==> src/rtl/lnr_defs.svh <==
// Purpose: Constants for the link NAK error reporter.
// Assumes: ASCII characters on an 8-bit receive stream.
// Notes:   Codes are the values sent after NAK.
`ifndef LNR_DEFS_SVH
`define LNR_DEFS_SVH
// Control characters and the letter F.
`define LNR_CHR_ENQ    8'h05
`define LNR_CHR_NAK    8'h15
`define LNR_CHR_F      8'h46
// ASCII digit and letter bounds.
`define LNR_CHR_0      8'h30
`define LNR_CHR_9      8'h39
`define LNR_CHR_A      8'h41
`define LNR_CHR_FU     8'h46
// Error codes.
`define LNR_ERR_NONE   8'h00
`define LNR_ERR_SUM    8'h02
`define LNR_ERR_PROTO  8'h03
`define LNR_ERR_AREA   8'h06
`define LNR_ERR_DATA   8'h07
`define LNR_ERR_CTLNO  8'h0A
`define LNR_ERR_REMOTE 8'h18
// Controller number that addresses this station.
`define LNR_CTL_SELF   8'hFF
// Field positions, counted from the first character after ENQ.
`define LNR_POS_CTL0   8'h02
`define LNR_POS_CTL1   8'h03
`define LNR_POS_CMD0   8'h04
`define LNR_POS_CMD1   8'h05
`define LNR_POS_BODY   8'h07
// Device field lengths, count field and sum field lengths.
`define LNR_DEV_SHORT  8'h05
`define LNR_DEV_LONG   8'h07
`define LNR_CNT_LEN    8'h02
`define LNR_SUM_LEN    8'h02
// Last character index of the NAK reply.
`define LNR_REPLY_LAST 3'h6
// Command character pairs.
`define LNR_CMD_BR     16'h4252
`define LNR_CMD_WR     16'h5752
`define LNR_CMD_BW     16'h4257
`define LNR_CMD_WW     16'h5757
`define LNR_CMD_QR     16'h5152
`define LNR_CMD_QW     16'h5157
`define LNR_CMD_RR     16'h5252
`define LNR_CMD_RS     16'h5253
`define LNR_CMD_TT     16'h5454
`endif

==> src/rtl/lnr_pkg.sv <==
// Purpose: Types for the link NAK error reporter.
// Assumes: Nothing beyond the constants header.
// Notes:   Error flags are ordered lowest code first.
package lnr_pkg;
    // One received character with its frame marks.
    typedef struct packed {
        logic       valid;
        logic       sof;
        logic       eof;
        logic [7:0] data;
    } lnr_rx_s;
    // Message sequence states, Gray along idle-receive-check-reply.
    typedef enum logic [1:0] {
        ST_IDLE  = 2'h0,
        ST_RECV  = 2'h1,
        ST_CHECK = 2'h3,
        ST_REPLY = 2'h2
    } lnr_state_e;
    // Decoded commands.
    typedef enum logic [3:0] {
        CMD_NONE = 4'h0, CMD_BR = 4'h1, CMD_WR = 4'h2, CMD_BW = 4'h3,
        CMD_WW   = 4'h4, CMD_QR = 4'h5, CMD_QW = 4'h6, CMD_RR = 4'h7,
        CMD_RS   = 4'h8, CMD_TT = 4'h9
    } lnr_cmd_e;
    // Sticky error flags of one message.
    typedef struct packed {
        logic sum;
        logic proto;
        logic area;
        logic data;
        logic ctlno;
        logic remote;
    } lnr_err_s;
endpackage : lnr_pkg

==> src/rtl/lnr_nak_reporter.sv <==
// Purpose: Checks link command messages and answers errors with NAK.
// Assumes: Characters arrive framed by sof (ENQ) and eof (last sum char).
// Notes:   Summary of operation follows.
`timescale 1ns/1ns
`include "lnr_defs.svh"
module lnr_nak_reporter
    import lnr_pkg::*;
(
    // Clock and reset.
    input  wire logic       i_mclk,
    input  wire logic       i_rst_n,
    // Received character stream.
    input  wire lnr_rx_s    i_rx,
    output logic            o_rx_ready,
    // Operating mode fixed by the hardware run/stop selector.
    input  wire logic       i_runstop_hw,
    // Reply character stream.
    output logic            o_tx_valid,
    output logic [7:0]      o_tx_data,
    input  wire logic       i_tx_ready,
    // Status.
    output logic [7:0]      o_nak_code,
    output logic            o_seq_init,
    output logic            o_msg_ok
);
    // True for an ASCII hexadecimal digit in upper case.
    function automatic logic is_hex(input logic [7:0] c);
        is_hex = (c >= `LNR_CHR_0 && c <= `LNR_CHR_9) ||
                 (c >= `LNR_CHR_A && c <= `LNR_CHR_FU);
    endfunction : is_hex
    // Value of one hex character.
    function automatic logic [3:0] hex_nib(input logic [7:0] c);
        hex_nib = (c <= `LNR_CHR_9) ? c[3:0] : 4'(c[3:0] + 4'h9);
    endfunction : hex_nib
    // Character for one nibble.
    function automatic logic [7:0] nib_chr(input logic [3:0] n);
        nib_chr = (n < 4'hA) ? (`LNR_CHR_0 | {4'h0, n})
                             : 8'(`LNR_CHR_A + {4'h0, n} - 8'h0A);
    endfunction : nib_chr
    // Command decode from its two characters.
    function automatic lnr_cmd_e dec_cmd(input logic [15:0] cc);
        case (cc)
            `LNR_CMD_BR: dec_cmd = CMD_BR;
            `LNR_CMD_WR: dec_cmd = CMD_WR;
            `LNR_CMD_BW: dec_cmd = CMD_BW;
            `LNR_CMD_WW: dec_cmd = CMD_WW;
            `LNR_CMD_QR: dec_cmd = CMD_QR;
            `LNR_CMD_QW: dec_cmd = CMD_QW;
            `LNR_CMD_RR: dec_cmd = CMD_RR;
            `LNR_CMD_RS: dec_cmd = CMD_RS;
            `LNR_CMD_TT: dec_cmd = CMD_TT;
            default:     dec_cmd = CMD_NONE;
        endcase
    endfunction : dec_cmd
    // Lowest code among the raised flags, none when all clear.
    function automatic logic [7:0] err_code(input lnr_err_s f);
        if (f.sum)         err_code = `LNR_ERR_SUM;
        else if (f.proto)  err_code = `LNR_ERR_PROTO;
        else if (f.area)   err_code = `LNR_ERR_AREA;
        else if (f.data)   err_code = `LNR_ERR_DATA;
        else if (f.ctlno)  err_code = `LNR_ERR_CTLNO;
        else if (f.remote) err_code = `LNR_ERR_REMOTE;
        else               err_code = `LNR_ERR_NONE;
    endfunction : err_code

    // Registered state and its next values.
    lnr_state_e state_r, state_nxt;       // Sequence state.
    logic [7:0] pos_r, pos_nxt;           // Index of next character after ENQ.
    logic [1:0] held_r, held_nxt;         // Characters held back from sum.
    logic [7:0] sum_r, sum_nxt;           // Running modulo-256 sum.
    logic [7:0] d1_r, d1_nxt;             // Previous character.
    logic [7:0] d2_r, d2_nxt;             // Character two back.
    logic [7:0] stn0_r, stn0_nxt;         // Station number, first char.
    logic [7:0] stn1_r, stn1_nxt;         // Station number, second char.
    logic [7:0] cmdc_r, cmdc_nxt;         // First command character.
    lnr_cmd_e   cmd_r, cmd_nxt;           // Decoded command.
    lnr_err_s   flags_r, flags_nxt;       // Sticky message errors.
    logic [2:0] idx_r, idx_nxt;           // Reply character index.
    logic [7:0] code_r, code_nxt;         // Code being reported.
    logic       txv_r, txv_nxt;           // Reply character valid.
    logic [7:0] txd_r, txd_nxt;           // Reply character.
    logic       rdy_r, rdy_nxt;           // Ready for received characters.
    logic       init_r, init_nxt;         // Sequence initialised pulse.
    logic       ok_r, ok_nxt;             // Clean message pulse.
    // Combinational helpers.
    logic       acc;                      // Character taken this cycle.
    logic [7:0] bpos;                     // Position inside the body.
    logic [7:0] devlen;                   // Device field length.
    logic       has_dev;                  // Command carries a device.
    logic       is_wr;                    // Command carries write data.
    logic [7:0] sum_fin;                  // Sum over covered characters.
    logic       sum_ok;                   // Received sum field matches.

    // Field decode for the current character and command.
    always_comb begin
        acc     = rdy_r && i_rx.valid;
        bpos    = 8'(pos_r - `LNR_POS_BODY);
        devlen  = (cmd_r == CMD_QR || cmd_r == CMD_QW) ? `LNR_DEV_LONG
                                                       : `LNR_DEV_SHORT;
        has_dev = (cmd_r >= CMD_BR) && (cmd_r <= CMD_QW);
        is_wr   = (cmd_r == CMD_BW) || (cmd_r == CMD_WW) ||
                  (cmd_r == CMD_QW);
        // The last two characters are the sum field, so they stay out.
        sum_fin = (held_r == 2'h2) ? 8'(sum_r + d2_r) : sum_r;
        sum_ok  = (held_r != 2'h0) && is_hex(d1_r) && is_hex(i_rx.data)
               && ({hex_nib(d1_r), hex_nib(i_rx.data)} == sum_fin);
    end

    // Next-state logic for the whole message sequence.
    always_comb begin
        state_nxt = state_r;  pos_nxt  = pos_r;   held_nxt = held_r;
        sum_nxt   = sum_r;    d1_nxt   = d1_r;    d2_nxt   = d2_r;
        stn0_nxt  = stn0_r;   stn1_nxt = stn1_r;  cmdc_nxt = cmdc_r;
        cmd_nxt   = cmd_r;    flags_nxt = flags_r; idx_nxt = idx_r;
        code_nxt  = code_r;   txv_nxt  = txv_r;   txd_nxt  = txd_r;
        init_nxt  = 1'b0;
        ok_nxt    = 1'b0;
        case (state_r)
            ST_IDLE, ST_RECV: begin
                if (acc && i_rx.sof) begin
                    // A new start always begins a fresh message.
                    state_nxt   = ST_RECV;
                    pos_nxt     = 8'h00;
                    held_nxt    = 2'h0;
                    sum_nxt     = 8'h00;
                    cmd_nxt     = CMD_NONE;
                    flags_nxt   = '0;
                    // Any other opening means another procedure.
                    flags_nxt.proto = (i_rx.data != `LNR_CHR_ENQ);
                end else if (acc && state_r == ST_RECV) begin
                    // Saturate so a runaway message cannot wrap.
                    if (pos_r != 8'hFF) pos_nxt = 8'(pos_r + 8'h01);
                    if (held_r == 2'h2) sum_nxt = 8'(sum_r + d2_r);
                    else held_nxt = 2'(held_r + 2'h1);
                    d2_nxt = d1_r;
                    d1_nxt = i_rx.data;
                    if (pos_r == 8'h00) stn0_nxt = i_rx.data;
                    if (pos_r == 8'h01) stn1_nxt = i_rx.data;
                    if ((pos_r == `LNR_POS_CTL0 || pos_r == `LNR_POS_CTL1)
                        && i_rx.data != `LNR_CHR_F)
                        flags_nxt.ctlno = 1'b1;
                    if (pos_r == `LNR_POS_CMD0) cmdc_nxt = i_rx.data;
                    if (pos_r == `LNR_POS_CMD1) begin
                        cmd_nxt = dec_cmd({cmdc_r, i_rx.data});
                        if (dec_cmd({cmdc_r, i_rx.data}) == CMD_NONE)
                            flags_nxt.proto = 1'b1;
                        if ((dec_cmd({cmdc_r, i_rx.data}) == CMD_RR ||
                             dec_cmd({cmdc_r, i_rx.data}) == CMD_RS) &&
                            i_runstop_hw)
                            flags_nxt.remote = 1'b1;
                    end
                    if (pos_r >= `LNR_POS_BODY && has_dev) begin
                        // Device letter, then decimal device number.
                        if (bpos == 8'h00 &&
                            !(i_rx.data inside {8'h58, 8'h59, 8'h4D,
                              8'h53, 8'h54, 8'h43, 8'h44}))
                            flags_nxt.area = 1'b1;
                        if (bpos != 8'h00 && bpos < devlen &&
                            !(i_rx.data >= `LNR_CHR_0 &&
                              i_rx.data <= `LNR_CHR_9))
                            flags_nxt.area = 1'b1;
                        if (is_wr && bpos >= 8'(devlen + `LNR_CNT_LEN)
                            && !is_hex(i_rx.data))
                            flags_nxt.data = 1'b1;
                    end
                    if (i_rx.eof) begin
                        state_nxt = ST_CHECK;
                        if (!sum_ok) flags_nxt.sum = 1'b1;
                        // Too few characters for the device field.
                        if (has_dev && ({1'b0, pos_r} + 9'h001) <
                            ({1'b0, `LNR_POS_BODY} + {1'b0, devlen} +
                             {1'b0, `LNR_SUM_LEN}))
                            flags_nxt.area = 1'b1;
                    end
                end
            end
            ST_CHECK: begin
                if (err_code(flags_r) != `LNR_ERR_NONE) begin
                    code_nxt  = err_code(flags_r);
                    init_nxt  = 1'b1;
                    txv_nxt   = 1'b1;
                    txd_nxt   = `LNR_CHR_NAK;
                    idx_nxt   = 3'h0;
                    state_nxt = ST_REPLY;
                end else begin
                    ok_nxt    = 1'b1;
                    state_nxt = ST_IDLE;
                end
            end
            ST_REPLY: begin
                // Reply: NAK, station, controller, code high, code low.
                if (i_tx_ready) begin
                    idx_nxt = 3'(idx_r + 3'h1);
                    case (idx_r)
                        3'h0:    txd_nxt = stn0_r;
                        3'h1:    txd_nxt = stn1_r;
                        3'h2:    txd_nxt = `LNR_CHR_F;
                        3'h3:    txd_nxt = `LNR_CHR_F;
                        3'h4:    txd_nxt = nib_chr(code_r[7:4]);
                        3'h5:    txd_nxt = nib_chr(code_r[3:0]);
                        default: txd_nxt = txd_r;
                    endcase
                    if (idx_r == `LNR_REPLY_LAST) begin
                        txv_nxt   = 1'b0;
                        state_nxt = ST_IDLE;
                    end
                end
            end
            default: state_nxt = ST_IDLE;
        endcase
        // Input is held off while checking and replying.
        rdy_nxt = (state_nxt == ST_IDLE) || (state_nxt == ST_RECV);
    end

    // Registers only; reset puts the sequence at idle and ready.
    always_ff @(posedge i_mclk or negedge i_rst_n) begin
        if (!i_rst_n) begin
            state_r <= ST_IDLE;  pos_r  <= 8'h00;  held_r <= 2'h0;
            sum_r   <= 8'h00;    d1_r   <= 8'h00;  d2_r   <= 8'h00;
            stn0_r  <= 8'h00;    stn1_r <= 8'h00;  cmdc_r <= 8'h00;
            cmd_r   <= CMD_NONE; flags_r <= '0;    idx_r  <= 3'h0;
            code_r  <= 8'h00;    txv_r  <= 1'b0;   txd_r  <= 8'h00;
            rdy_r   <= 1'b1;     init_r <= 1'b0;   ok_r   <= 1'b0;
        end else begin
            state_r <= state_nxt; pos_r  <= pos_nxt;  held_r <= held_nxt;
            sum_r   <= sum_nxt;   d1_r   <= d1_nxt;   d2_r   <= d2_nxt;
            stn0_r  <= stn0_nxt;  stn1_r <= stn1_nxt; cmdc_r <= cmdc_nxt;
            cmd_r   <= cmd_nxt;   flags_r <= flags_nxt; idx_r <= idx_nxt;
            code_r  <= code_nxt;  txv_r  <= txv_nxt;  txd_r  <= txd_nxt;
            rdy_r   <= rdy_nxt;   init_r <= init_nxt; ok_r   <= ok_nxt;
        end
    end

    // Outputs straight from flip-flops.
    assign o_rx_ready = rdy_r;
    assign o_tx_valid = txv_r;
    assign o_tx_data  = txd_r;
    assign o_nak_code = code_r;
    assign o_seq_init = init_r;
    assign o_msg_ok   = ok_r;

    // An error verdict starts a NAK reply and reinitialises.
    property p_nak_start;
        @(posedge i_mclk) disable iff (!i_rst_n)
        state_r == ST_CHECK && flags_r != '0 |=>
            o_tx_valid && o_tx_data == `LNR_CHR_NAK && o_seq_init;
    endproperty
    a_nak_start: assert property (p_nak_start)
        else $error("NAK reply did not start after an error");
    property p_lowest;
        @(posedge i_mclk) disable iff (!i_rst_n)
        state_r == ST_CHECK && !flags_r.sum && flags_r.proto &&
        flags_r.ctlno |=> o_nak_code == `LNR_ERR_PROTO;
    endproperty
    a_lowest: assert property (p_lowest)
        else $error("Lower error code not preferred");
    property p_back_idle;
        @(posedge i_mclk) disable iff (!i_rst_n)
        state_r == ST_REPLY && o_tx_valid && i_tx_ready &&
        idx_r == `LNR_REPLY_LAST |=>
            state_r == ST_IDLE && !o_tx_valid && o_rx_ready;
    endproperty
    a_back_idle: assert property (p_back_idle)
        else $error("Sequence not back at idle after NAK");
    property p_sum;
        @(posedge i_mclk) disable iff (!i_rst_n)
        state_r == ST_CHECK && flags_r.sum |=>
            o_nak_code == `LNR_ERR_SUM ##1
            o_tx_data == ($past(i_tx_ready) ? stn0_r : `LNR_CHR_NAK);
    endproperty
    a_sum: assert property (p_sum)
        else $error("Sum error not reported as 02");
    property p_proto;
        @(posedge i_mclk) disable iff (!i_rst_n)
        state_r == ST_RECV && acc && !i_rx.sof && i_rx.eof && sum_ok &&
        !flags_r.sum && pos_r > `LNR_POS_CMD1 && cmd_r == CMD_NONE
        |=> ##1 o_nak_code == `LNR_ERR_PROTO;
    endproperty
    a_proto: assert property (p_proto)
        else $error("Unknown command not reported as 03");
    property p_area;
        @(posedge i_mclk) disable iff (!i_rst_n)
        state_r == ST_CHECK && flags_r.area && !flags_r.sum &&
        !flags_r.proto |=> o_nak_code == `LNR_ERR_AREA;
    endproperty
    a_area: assert property (p_area)
        else $error("Device field error not reported as 06");
    property p_data;
        @(posedge i_mclk) disable iff (!i_rst_n)
        state_r == ST_CHECK && flags_r.data &&
        !(flags_r.sum || flags_r.proto || flags_r.area)
        |=> o_nak_code == `LNR_ERR_DATA;
    endproperty
    a_data: assert property (p_data)
        else $error("Write data error not reported as 07");
    property p_ctlno;
        @(posedge i_mclk) disable iff (!i_rst_n)
        state_r == ST_CHECK && flags_r.ctlno &&
        !(flags_r.sum || flags_r.proto || flags_r.area || flags_r.data)
        |=> o_nak_code == `LNR_ERR_CTLNO;
    endproperty
    a_ctlno: assert property (p_ctlno)
        else $error("Controller number error not reported as 0A");
    property p_remote;
        @(posedge i_mclk) disable iff (!i_rst_n)
        state_r == ST_CHECK && flags_r == 6'h01
        |=> o_nak_code == `LNR_ERR_REMOTE && !o_msg_ok;
    endproperty
    a_remote: assert property (p_remote)
        else $error("Refused run/stop not reported as 18");
    property p_sum_flag;
        @(posedge i_mclk) disable iff (!i_rst_n)
        state_r == ST_RECV && acc && !i_rx.sof && i_rx.eof &&
        !sum_ok |=> flags_r.sum && state_r == ST_CHECK;
    endproperty
    a_sum_flag: assert property (p_sum_flag)
        else $error("Sum mismatch not flagged");
endmodule : lnr_nak_reporter

==> config.mk <==
export PLATFORM = sky130hd
export DESIGN_NAME = lnr_nak_reporter
export DESIGN_NICKNAME = d
export VERILOG_FILES = /design/src/rtl/lnr_pkg.sv /design/src/rtl/lnr_nak_reporter.sv
export VERILOG_INCLUDE_DIRS = /design/src /design/src/rtl
export SDC_FILE = /design/constraint.sdc
export NUM_CORES = 1
export LEC_CHECK = 0
export ABC_CLOCK_PERIOD_IN_PS = 2900
export BUFFER_PORTS_ARGS = -buffer_cell sky130_fd_sc_hd__buf_4
export CAP_MARGIN = 20
export CELL_PAD_IN_SITES_DETAIL_PLACEMENT = 0
export CELL_PAD_IN_SITES_GLOBAL_PLACEMENT = 1
export CORE_MARGIN = 5
export CORE_UTILIZATION = 48
export CTS_CLUSTER_DIAMETER = 150
export DETAILED_ROUTE_END_ITERATION = 16
export GPL_ROUTABILITY_DRIVEN = 0
export PLACE_DENSITY_LB_ADDON = 0.1
export SYNTH_ARGS = -nofsm -noshare
export SYNTH_HDL_FRONTEND = slang
export SYNTH_SLANG_ARGS = --single-unit
==> constraint.sdc <==
create_clock -name i_mclk -period 2.9 [get_ports i_mclk]
set_input_delay 0.29 -clock i_mclk [delete_from_list [all_inputs] [get_ports i_mclk]]
set_output_delay 0.29 -clock i_mclk [all_outputs]
set_load 0.01 [all_outputs]
After elaboration in Yosys (flattened, before gate mapping)
Index checks and enable logic that the tools add are counted.

Bits in read-only memories: 0. Flip-flop bits (word level): 93. RAM bits: 0. Input port bits: 15. Bits in latches: 0. Memories: 0.

Bitwise logic cells: 1. Multiplexer cells: 64. Eq/ne operators: 48. Div/mod/pow operators: 0. Shift operators: 0. Add/sub/neg operators: 15. Multipliers: 0. Reduce and logical (&&, ||, !) cells: 70. $lt $le $gt $ge: 16.

Operators with widths (number): 16-bit by 15-bit == test with 1-bit output (second input constant) (9); 8-bit two-way mux (15); 8-bit by 7-bit == test with 1-bit output (second input constant) (7); 8-bit case mux with 5 select lines (1); 4-bit case mux with 9 select lines (1); 4-bit AND reduction (9); 4-bit two-way mux (7); 2-bit two-way mux (11); 2-bit nonzero test (11); 1-bit logical AND (20); 1-bit two-way mux (19); 3-bit AND reduction (6); 7-bit by 4-bit adder with 8-bit output (first input constant) (2); 4-bit by 3-bit == test with 1-bit output (second input constant) (4); 8-bit by 2-bit == test with 1-bit output (second input constant) (2); 8-bit by 3-bit == test with 1-bit output (second input constant) (2); 8-bit by 6-bit greater-or-equal comparator with 1-bit output (second input constant) (2); 8-bit by 7-bit greater-or-equal comparator with 1-bit output (second input constant) (2); 8-bit by 6-bit <= comparator with 1-bit output (second input constant) (2); 8-bit by 7-bit <= comparator with 1-bit output (second input constant) (2); 8-bit logical NOT (2); 8-bit case mux with 2 select lines (1); 8-bit nonzero test (2); 8-bit by 4-bit subtractor with 8-bit output (second input constant) (2); other kinds (47) (73).

Depth between registers and ports, before layout
Gate-level depths: netlist of the first run.

Depth in word-level cells: 13. Depth in mapped cells: 11. Gate-level depth less buffers: 11.

Least setup slack after synthesis of the first run
No wires, ideal clock.

Path type: register to register. Start point: register sum_r[0]. End point: register flags_r[5] (netlist name). Period minus slack after synthesis: 2592 ps. Stages on the path, launching flop included: 10. Data required time: 2765 ps. Setup time: 135 ps. Arrival: 2457 ps. Path slack: 308 ps. Path through: dfrtp_1 -> ha_1 -> fa_1 -> xnor2_1 -> a21oi_1 -> xnor2_2 -> xnor2_1 -> or4_1 -> a2111oi_1 -> a31oi_1.

Cells in the longest elaborated chain, start to end: 6.

Ends and longest elaborated chain: start, declared (line lnr_nak_reporter.sv:70) `logic [7:0] sum_r, sum_nxt;`; start signal, assigned (line lnr_nak_reporter.sv:226) `sum_r <= sum_nxt; d1_r <= d1_nxt; d2_r <= d2_nxt;`; 8-bit adder (line lnr_nak_reporter.sv:104) `sum_fin = (held_r == 2'h2) ? 8'(sum_r + d2_r) : sum_r;`; 8-bit two-way mux *; 8-bit == test * (line lnr_nak_reporter.sv:106) `&& ({hex_nib(d1_r), hex_nib(i_rx.data)} == sum_fin);`; 1-bit logical AND * (line lnr_nak_reporter.sv:106); 2-bit by 1-bit inequality test with 1-bit output (no line) *; 4-bit AND reduction (no line) *; end signal, assigned (line lnr_nak_reporter.sv:228) `cmd_r <= cmd_nxt; flags_r <= flags_nxt; idx_r <= idx_nxt;`; end, declared (line lnr_nak_reporter.sv:77) `lnr_err_s flags_r, flags_nxt;`.

Mark *: on every way between the ends. The rest lies on a longest branch, timed or not. A chain may end at the register's enable or synchronous reset.

Worst setup path in the final report of the first run
Same ends and word-level chain as after synthesis.

==> run metrics, run 1 <==
DRT Pass-1 Iters=5; Fillers=around 1000; ant diodes=0; Leakage Power=2.83 nW; clk_skew=around 0.0087 ns; drt wl/cell=18.1 µm; row cnt=39; Relative slew margins=0.582; Crit. End Element=flip-flop; CP Cell Sequence=ha_1 -> fa_1 -> xnor2_2 -> a21oi_1 -> xnor2_2 -> xnor2_1 -> or4_1 -> a2111oi_2 -> a31oi_1; Max VDD drop=0.000470 V; die area=14100 µm²; Die H=119 µm; internal reg-to-reg setup slack=0.17 ns; crit share post-route=0.943; layout cells sized above 1=0.130; WL final=14100 µm; CP arrival=2.96 ns; critical path depth=9; Initial Util=0.493; status=finished clean; residual DRC count=0; CP bufs+invs=0; clock sinks=90; WS Path Type=flip-flop to flip-flop; vias in the first global route=4459; CTS tree=built; Worst Setup SP=sum_r[0]$_DFFE_PN0P_; slowest CP cell=or4_1; Most common cell on crit path=xnor2_2; Reg power frac=0.390; gr usage total=0.206; Final Max Tran Viols=0; final design utilization=0.550; Vias per Instance=between 5 and 6; Internal Power=3.06 mW; first-pass GRT wire length=about 23000 µm; CP max FO=3; Avg Inst Size Synth=9.23 µm²; core region area=11500 µm²; Most used DFF post-synth=dfrtp_1; H-tree levels=3; Hold WS=about 0.15 ns; initial DRC count=420; Startpoint Class=flip-flop; R2R Path End=flags_r[5]$_DFFE_PN0P_; Sw Pwr=1.88 mW; final worst-path setup slack=around 0.17 ns; final instance area=6310 µm²; post-route minimum period=2.73 ns; clock tree root driver cell=clkbuf_16; Max Clock Freq=366 MHz; CP endpoint=flags_r[5]$_DFFE_PN0P_; Yosys reg bits=90; Fin. Hold Viols=0; Setup violations, final=0; Distinct cells, synth=81; Worst-path clk slew=0.07 ns; RSZ-0062 raised after global routing=false; Syn Inst Count=613; critical path's top delay family=adder cells; sw frac=0.381; pre-CTS setup slack=about 0.14 ns; final antenna-violating net count=0; worst-skew pair later-pin latency=between 0.3 and 0.4 ns; Port Buffers=31; total CTS buffers=9; die width=around 120 µm; setup tns final=0 ns; asr flop ratio synth=1.00; worst slew pin tran=0.627 ns; Req. time, crit path=3.13 ns; maxcap violations=0; CP max stage delay=0.49 ns; Ports=35; r2r startpoint=sum_r[0]$_DFFE_PN0P_; post-synthesis sequential area ratio=0.398; yosys warns=0; EDFF count, synth=0; fraction of power consumed by combinational cells=0.365; Clock Path Buffers=2; Mapped Area=5660 µm²; fin nets=680; worst min path class=input pin to flip-flop; power per standard cell area=around 780 nW/µm²; Congestion Overflow GR=0; initial antenna violation count=0; DR vias=4584; synthesis-to-layout area growth=11.5%; clock share of power=0.245; Area after DPL=roughly 6000 µm²; pin count of the biggest net entering global routing=between 40 and 50; R2R depth=9; DP HPWL=approximately 10000 µm
==> registers in the layout, indices dropped and copies added (netlist names) <==
name / cells
cmd_r: 4
cmdc_r: 8
d1_r: 8
d2_r: 8
flags_r: 6
held_r: 2
idx_r: 3
o_msg_ok: 1
o_nak_code: 5
o_rx_ready: 1
o_seq_init: 1
o_tx_data: 8
o_tx_valid: 1
pos_r: 8
state_r: 2
stn0_r: 8
stn1_r: 8
sum_r: 8
==> synth_stat cells (all sizes together) (17+ instances only) <==
cell    number  area [µm²]
clkbuf      21        88.8
inv         32         120
dfrtp       89        2230
nor2        29         109
o21ai       44         220
mux2        25         282
xnor2       21         191
a21oi       20         111
ha          32         400
nand2      101         379
nand3       17        85.1
==> worst min-delay path by stage <==
stage	from	end	slack, ns	depth (start not counted)
after CTS	i_rx[8]	o_rx_ready$_DFF_PN1_	0.13	2
after floorplan	i_rst_n	cmd_r[0]$_DFFE_PN0P_	-0.006	0
after global placement	i_rst_n	pos_r[6]$_DFFE_PN0P_	0.35	1
after global routing	i_rx[8]	o_rx_ready$_DFF_PN1_	0.15	2
final	i_rx[8]	o_rx_ready$_DFF_PN1_	0.15	2
after detailed placement	i_rst_n	pos_r[6]$_DFFE_PN0P_	0.35	1
==> cells in the final DEF, fill, tap and decap left out, types with 4 or more instances in the layout <==
master       n
dfrtp_1     89
mux2_2      11
xor2_1       7
a31oi_1     12
ha_1        32
mux2i_1      7
clkbuf_16    9
nor3_1      10
a21o_1       7
o21ai_1     23
nand3b_1     6
xnor2_1     19
inv_1       32
a32o_1       5
nor2_1      29
a21oi_1     19
and3_1       8
nand2_1    101
nand3_1     17
and4_1       4
o31ai_1      9
mux2_1      14
or4_1        4
o21ai_0     21
nor2b_1      5
buf_4       37
nand4_1      9
o22ai_1      5
==> cell type report <==
type	instances	area, µm²	area share
Tap cell	143	179	0.0284
Timing Repair Buffer	39	308	0.0488
Clock inverter	5	62.6	0.00992
Sequential cell	90	2250	0.357
Inverter	32	120	0.0190
Multi-Input combinational cell	460	3140	0.498
Clock buffer	11	243	0.0385
==> power groups by stage <==
stage | clock (mW) | sequential, mW | combinational [mW]
4_1_cts | 1.24 | 1.93 | 1.81
5_1_grt | 1.29 | 1.98 | 2.03
6_report | 1.21 | 1.93 | 1.81
3_5_place_dp | 0 | 1.95 | 1.80
2_1_floorplan | 0 | 1.85 | 1.30
3_3_place_gp | 0 | 1.93 | 1.76
==> repair_timing <==
| action | CTS | global route |
|---|---|---|
| buffers inserted | 0 | 0 |
| hold endpoints to repair | 44 | 0 |
| setup endpoints to repair | 0 | 1 |
| gates resized for setup | 0 | 2 |
| hold buffers | 1 | 0 |
==> cell families after synthesis <==
| kind of cell | Yosys count | share of synthesized area |
|---|---|---|
| AND/OR/NAND/NOR | 218 | 0.195 |
| AO/OA/AOI/OAI | 145 | 0.172 |
| flip-flops | 90 | 0.398 |
| buffers and inverters | 65 | 0.0511 |
| adder cells (fa/ha/maj) | 34 | 0.0761 |
| multiplexers | 32 | 0.0622 |
| XOR/XNOR | 28 | 0.0447 |
| other | 1 | 0.000663 |
==> routing by layer <==
metal | global-route usage | routed length [µm] | vias to the layer above
li1 | - | - | 2230
met4 | 0.0822 | 294 | 0
met2 | 0.307 | 6330 | 92
met5 | 0 | 0 | -
met1 | 0.299 | 6940 | 2243
met3 | 0.0353 | 524 | 19
==> through the flow <==
stage	std cells	power [mW]
after detailed placement	763	3.75
final	780	4.95
after CTS	780	4.97
after floorplan	615	3.15
after global placement	763	3.69
after global routing	780	5.30
Note: power is estimated with default switching activity, not from simulation.
==> inputs of run 2 (changes only) <==
BUFFER_PORTS_ARGS = not set   (was -buffer_cell sky130_fd_sc_hd__buf_4)
CORE_UTILIZATION = 50   (was 48)
DONT_BUFFER_PORTS = 1   (was not set)
==> run metrics, run 2 (synthesized netlist as in run 1, its figures left out) <==
clock tree root driver cell=clkbuf_16; non-filler cells, final=746 (-4.4%); Max VDD drop=0.000401 V (-15%); Hold WS=0.0193 ns (-0.126 ns); initial antenna violation count=0 (unchanged); crit share post-route=0.938 (-0.00542); Clock Path Buffers=2 (unchanged); worst-skew pair later-pin latency=0.35 ns (about the same); Startpoint Class=flip-flop; layout cells sized above 1=0.0891 (-0.0412); die area=13500 µm² (-3.7%); total CTS buffers=9 (unchanged); CP arrival=2.95 ns (about the same); final antenna-violating net count=0 (unchanged); drt wl/cell=18.8 µm (+3.9%); postcts setup bufs=0 (unchanged); synthesis-to-layout area growth=7.19%; DR WL met2=6170 µm (-2.5%); first-pass GRT wire length=23300 µm (-0.71%); initial DRC count=411 (-2.1%); Setup violations, final=0 (unchanged); Sw Pwr=1.87 mW (-0.77%); DR vias=4466 (-2.6%); Final Max Tran Viols=0 (unchanged); row cnt=38 (-2.6%); Worst-path clk slew=0.07 ns (about the same); CTS tree=built; WS Path Type=flip-flop to flip-flop; Max Clock Freq=368 MHz (+0.58%); metal1 wirelength=6720 µm (-3.2%); core region area=11000 µm² (-4.2%); register area=2250 µm² (unchanged); pre-CTS setup slack=0.125 ns (-0.0142 ns); Die H=116 µm (-1.8%); post-route minimum period=2.72 ns (-0.0157 ns); pin count of the biggest net entering global routing=91 (+94%); vias in the first global route=4312 (-3.3%); ant diodes=0 (unchanged); maxcap violations=0 (unchanged); final worst-path setup slack=0.181 ns (+0.0157 ns); WL final=14000 µm (-0.67%); most common cell after layout, fill and taps aside=nand2_1; fin nets=649 (-4.6%); Congestion Overflow GR=0 (unchanged); multi-input logic area=3140 µm² (+0.12%); H-tree levels=3 (unchanged); fraction of power consumed by combinational cells=0.346 (-0.019); Total Power=4.76 mW (-3.7%); Initial Util=0.515 (+0.0217); worst min path class=input pin to flip-flop; clk_skew=0.00665 ns (-0.00206 ns); Met3 Wirelength=776 µm (+48%); setup tns final=0 ns (unchanged); top sig layer=met4; placed cell count=728 (-4.6%); Area after DPL=5720 µm² (-4.3%); power per standard cell area=785 nW/µm² (+0.12%); Leakage Power=2.67 nW (-5.5%); most frequent cells in the layout=nand2_1, dfrtp_1, inv_1, ha_1, nor2_1; final design utilization=0.552 (+0.00214); Vias per Instance=5.99 (+1.9%); final instance area=6060 µm² (-3.8%); RSZ-0062 raised after global routing=false; Fin. Hold Viols=0 (unchanged); Ports=35 (unchanged); DRT Pass-1 Iters=5 (unchanged); Internal Power=2.89 mW (-5.6%); Crit. End Element=flip-flop; residual DRC count=0 (unchanged); clock share of power=0.240 (-0.005); DP HPWL=10200 µm (-3.0%); Req. time, crit path=3.13 ns (about the same); gr usage total=0.222 (+0.0157); CP max FO=3 (unchanged); Port Buffers=0 (-100%); Reg power frac=0.414 (+0.024); Fillers=1002 (-1.2%); sw frac=0.393 (+0.0117); status=finished clean; clock sinks=90 (unchanged); worst slew pin tran=0.601 ns (-0.0260 ns); Relative slew margins=0.594 (+0.0117); die width=116 µm (-1.8%)
run 2: layout make-up:
| class | count | area share |
|---|---|---|
| multi-input cells | 460 | 0.519 |
| flip-flops and latches | 90 | 0.372 |
| clock buffers | 10 | 0.0394 |
| well taps | 140 | 0.0289 |
| inverters | 32 | 0.0198 |
| repair buffers | 8 | 0.0136 |
| clock inverters | 6 | 0.00805 |
run 2: repair_timing:
action                                 CTS  global route
setup endpoints to repair                0             1
resized for setup                        0             3
endpoints found under the hold margin   90             0
hold buffers                             2             0
run 2: worst paths after layout:
path                                               end                  from  slack (ns)  depth (start not counted)
worst max-delay path            flags_r[5]$_DFFE_PN0P_  sum_r[0]$_DFFE_PN0P_        0.18                          9
worst min-delay path            flags_r[2]$_DFFE_PN0P_               i_rx[9]        0.02                          1
worst max register to register  flags_r[5]$_DFFE_PN0P_  sum_r[0]$_DFFE_PN0P_        0.18                          9
worst min register to register     d2_r[2]$_DFFE_PN0P_   d2_r[2]$_DFFE_PN0P_        0.49                          2
max in group asynchronous         o_rx_ready$_DFF_PN1_               i_rst_n        2.02                          2
min in group asynchronous         pos_r[7]$_DFFE_PN0P_               i_rst_n        0.53                          2
run 2: layer usage:
| metal | GRT usage | up-vias |
|---|---|---|
| li1 | - | 2165 |
| met1 | 0.323 | 2161 |
| met2 | 0.323 | 115 |
| met3 | 0.0440 | 25 |
| met4 | 0.0905 | 0 |
| met5 | 0 | - |
run 2: power by group through the flow:
stage          registers [mW]  clock network, mW  logic, mW
2_1_floorplan            1.85                  0       1.30
3_3_place_gp             1.98                  0       1.55
3_5_place_dp             1.99                  0       1.59
4_1_cts                  1.97               1.18       1.63
5_1_grt                  2.02               1.23       1.86
6_report                 1.97               1.14       1.65
run 2: worst max-delay path, stage by stage, from the launching register on:
cell	delay, ns
dfrtp_1	0.39
ha_1	0.23
fa_1	0.45
xnor2_2	0.23
a21oi_2	0.10
xnor2_2	0.16
xnor2_1	0.12
or4_1	0.50
a2111oi_2	0.31
a31oi_1	0.12
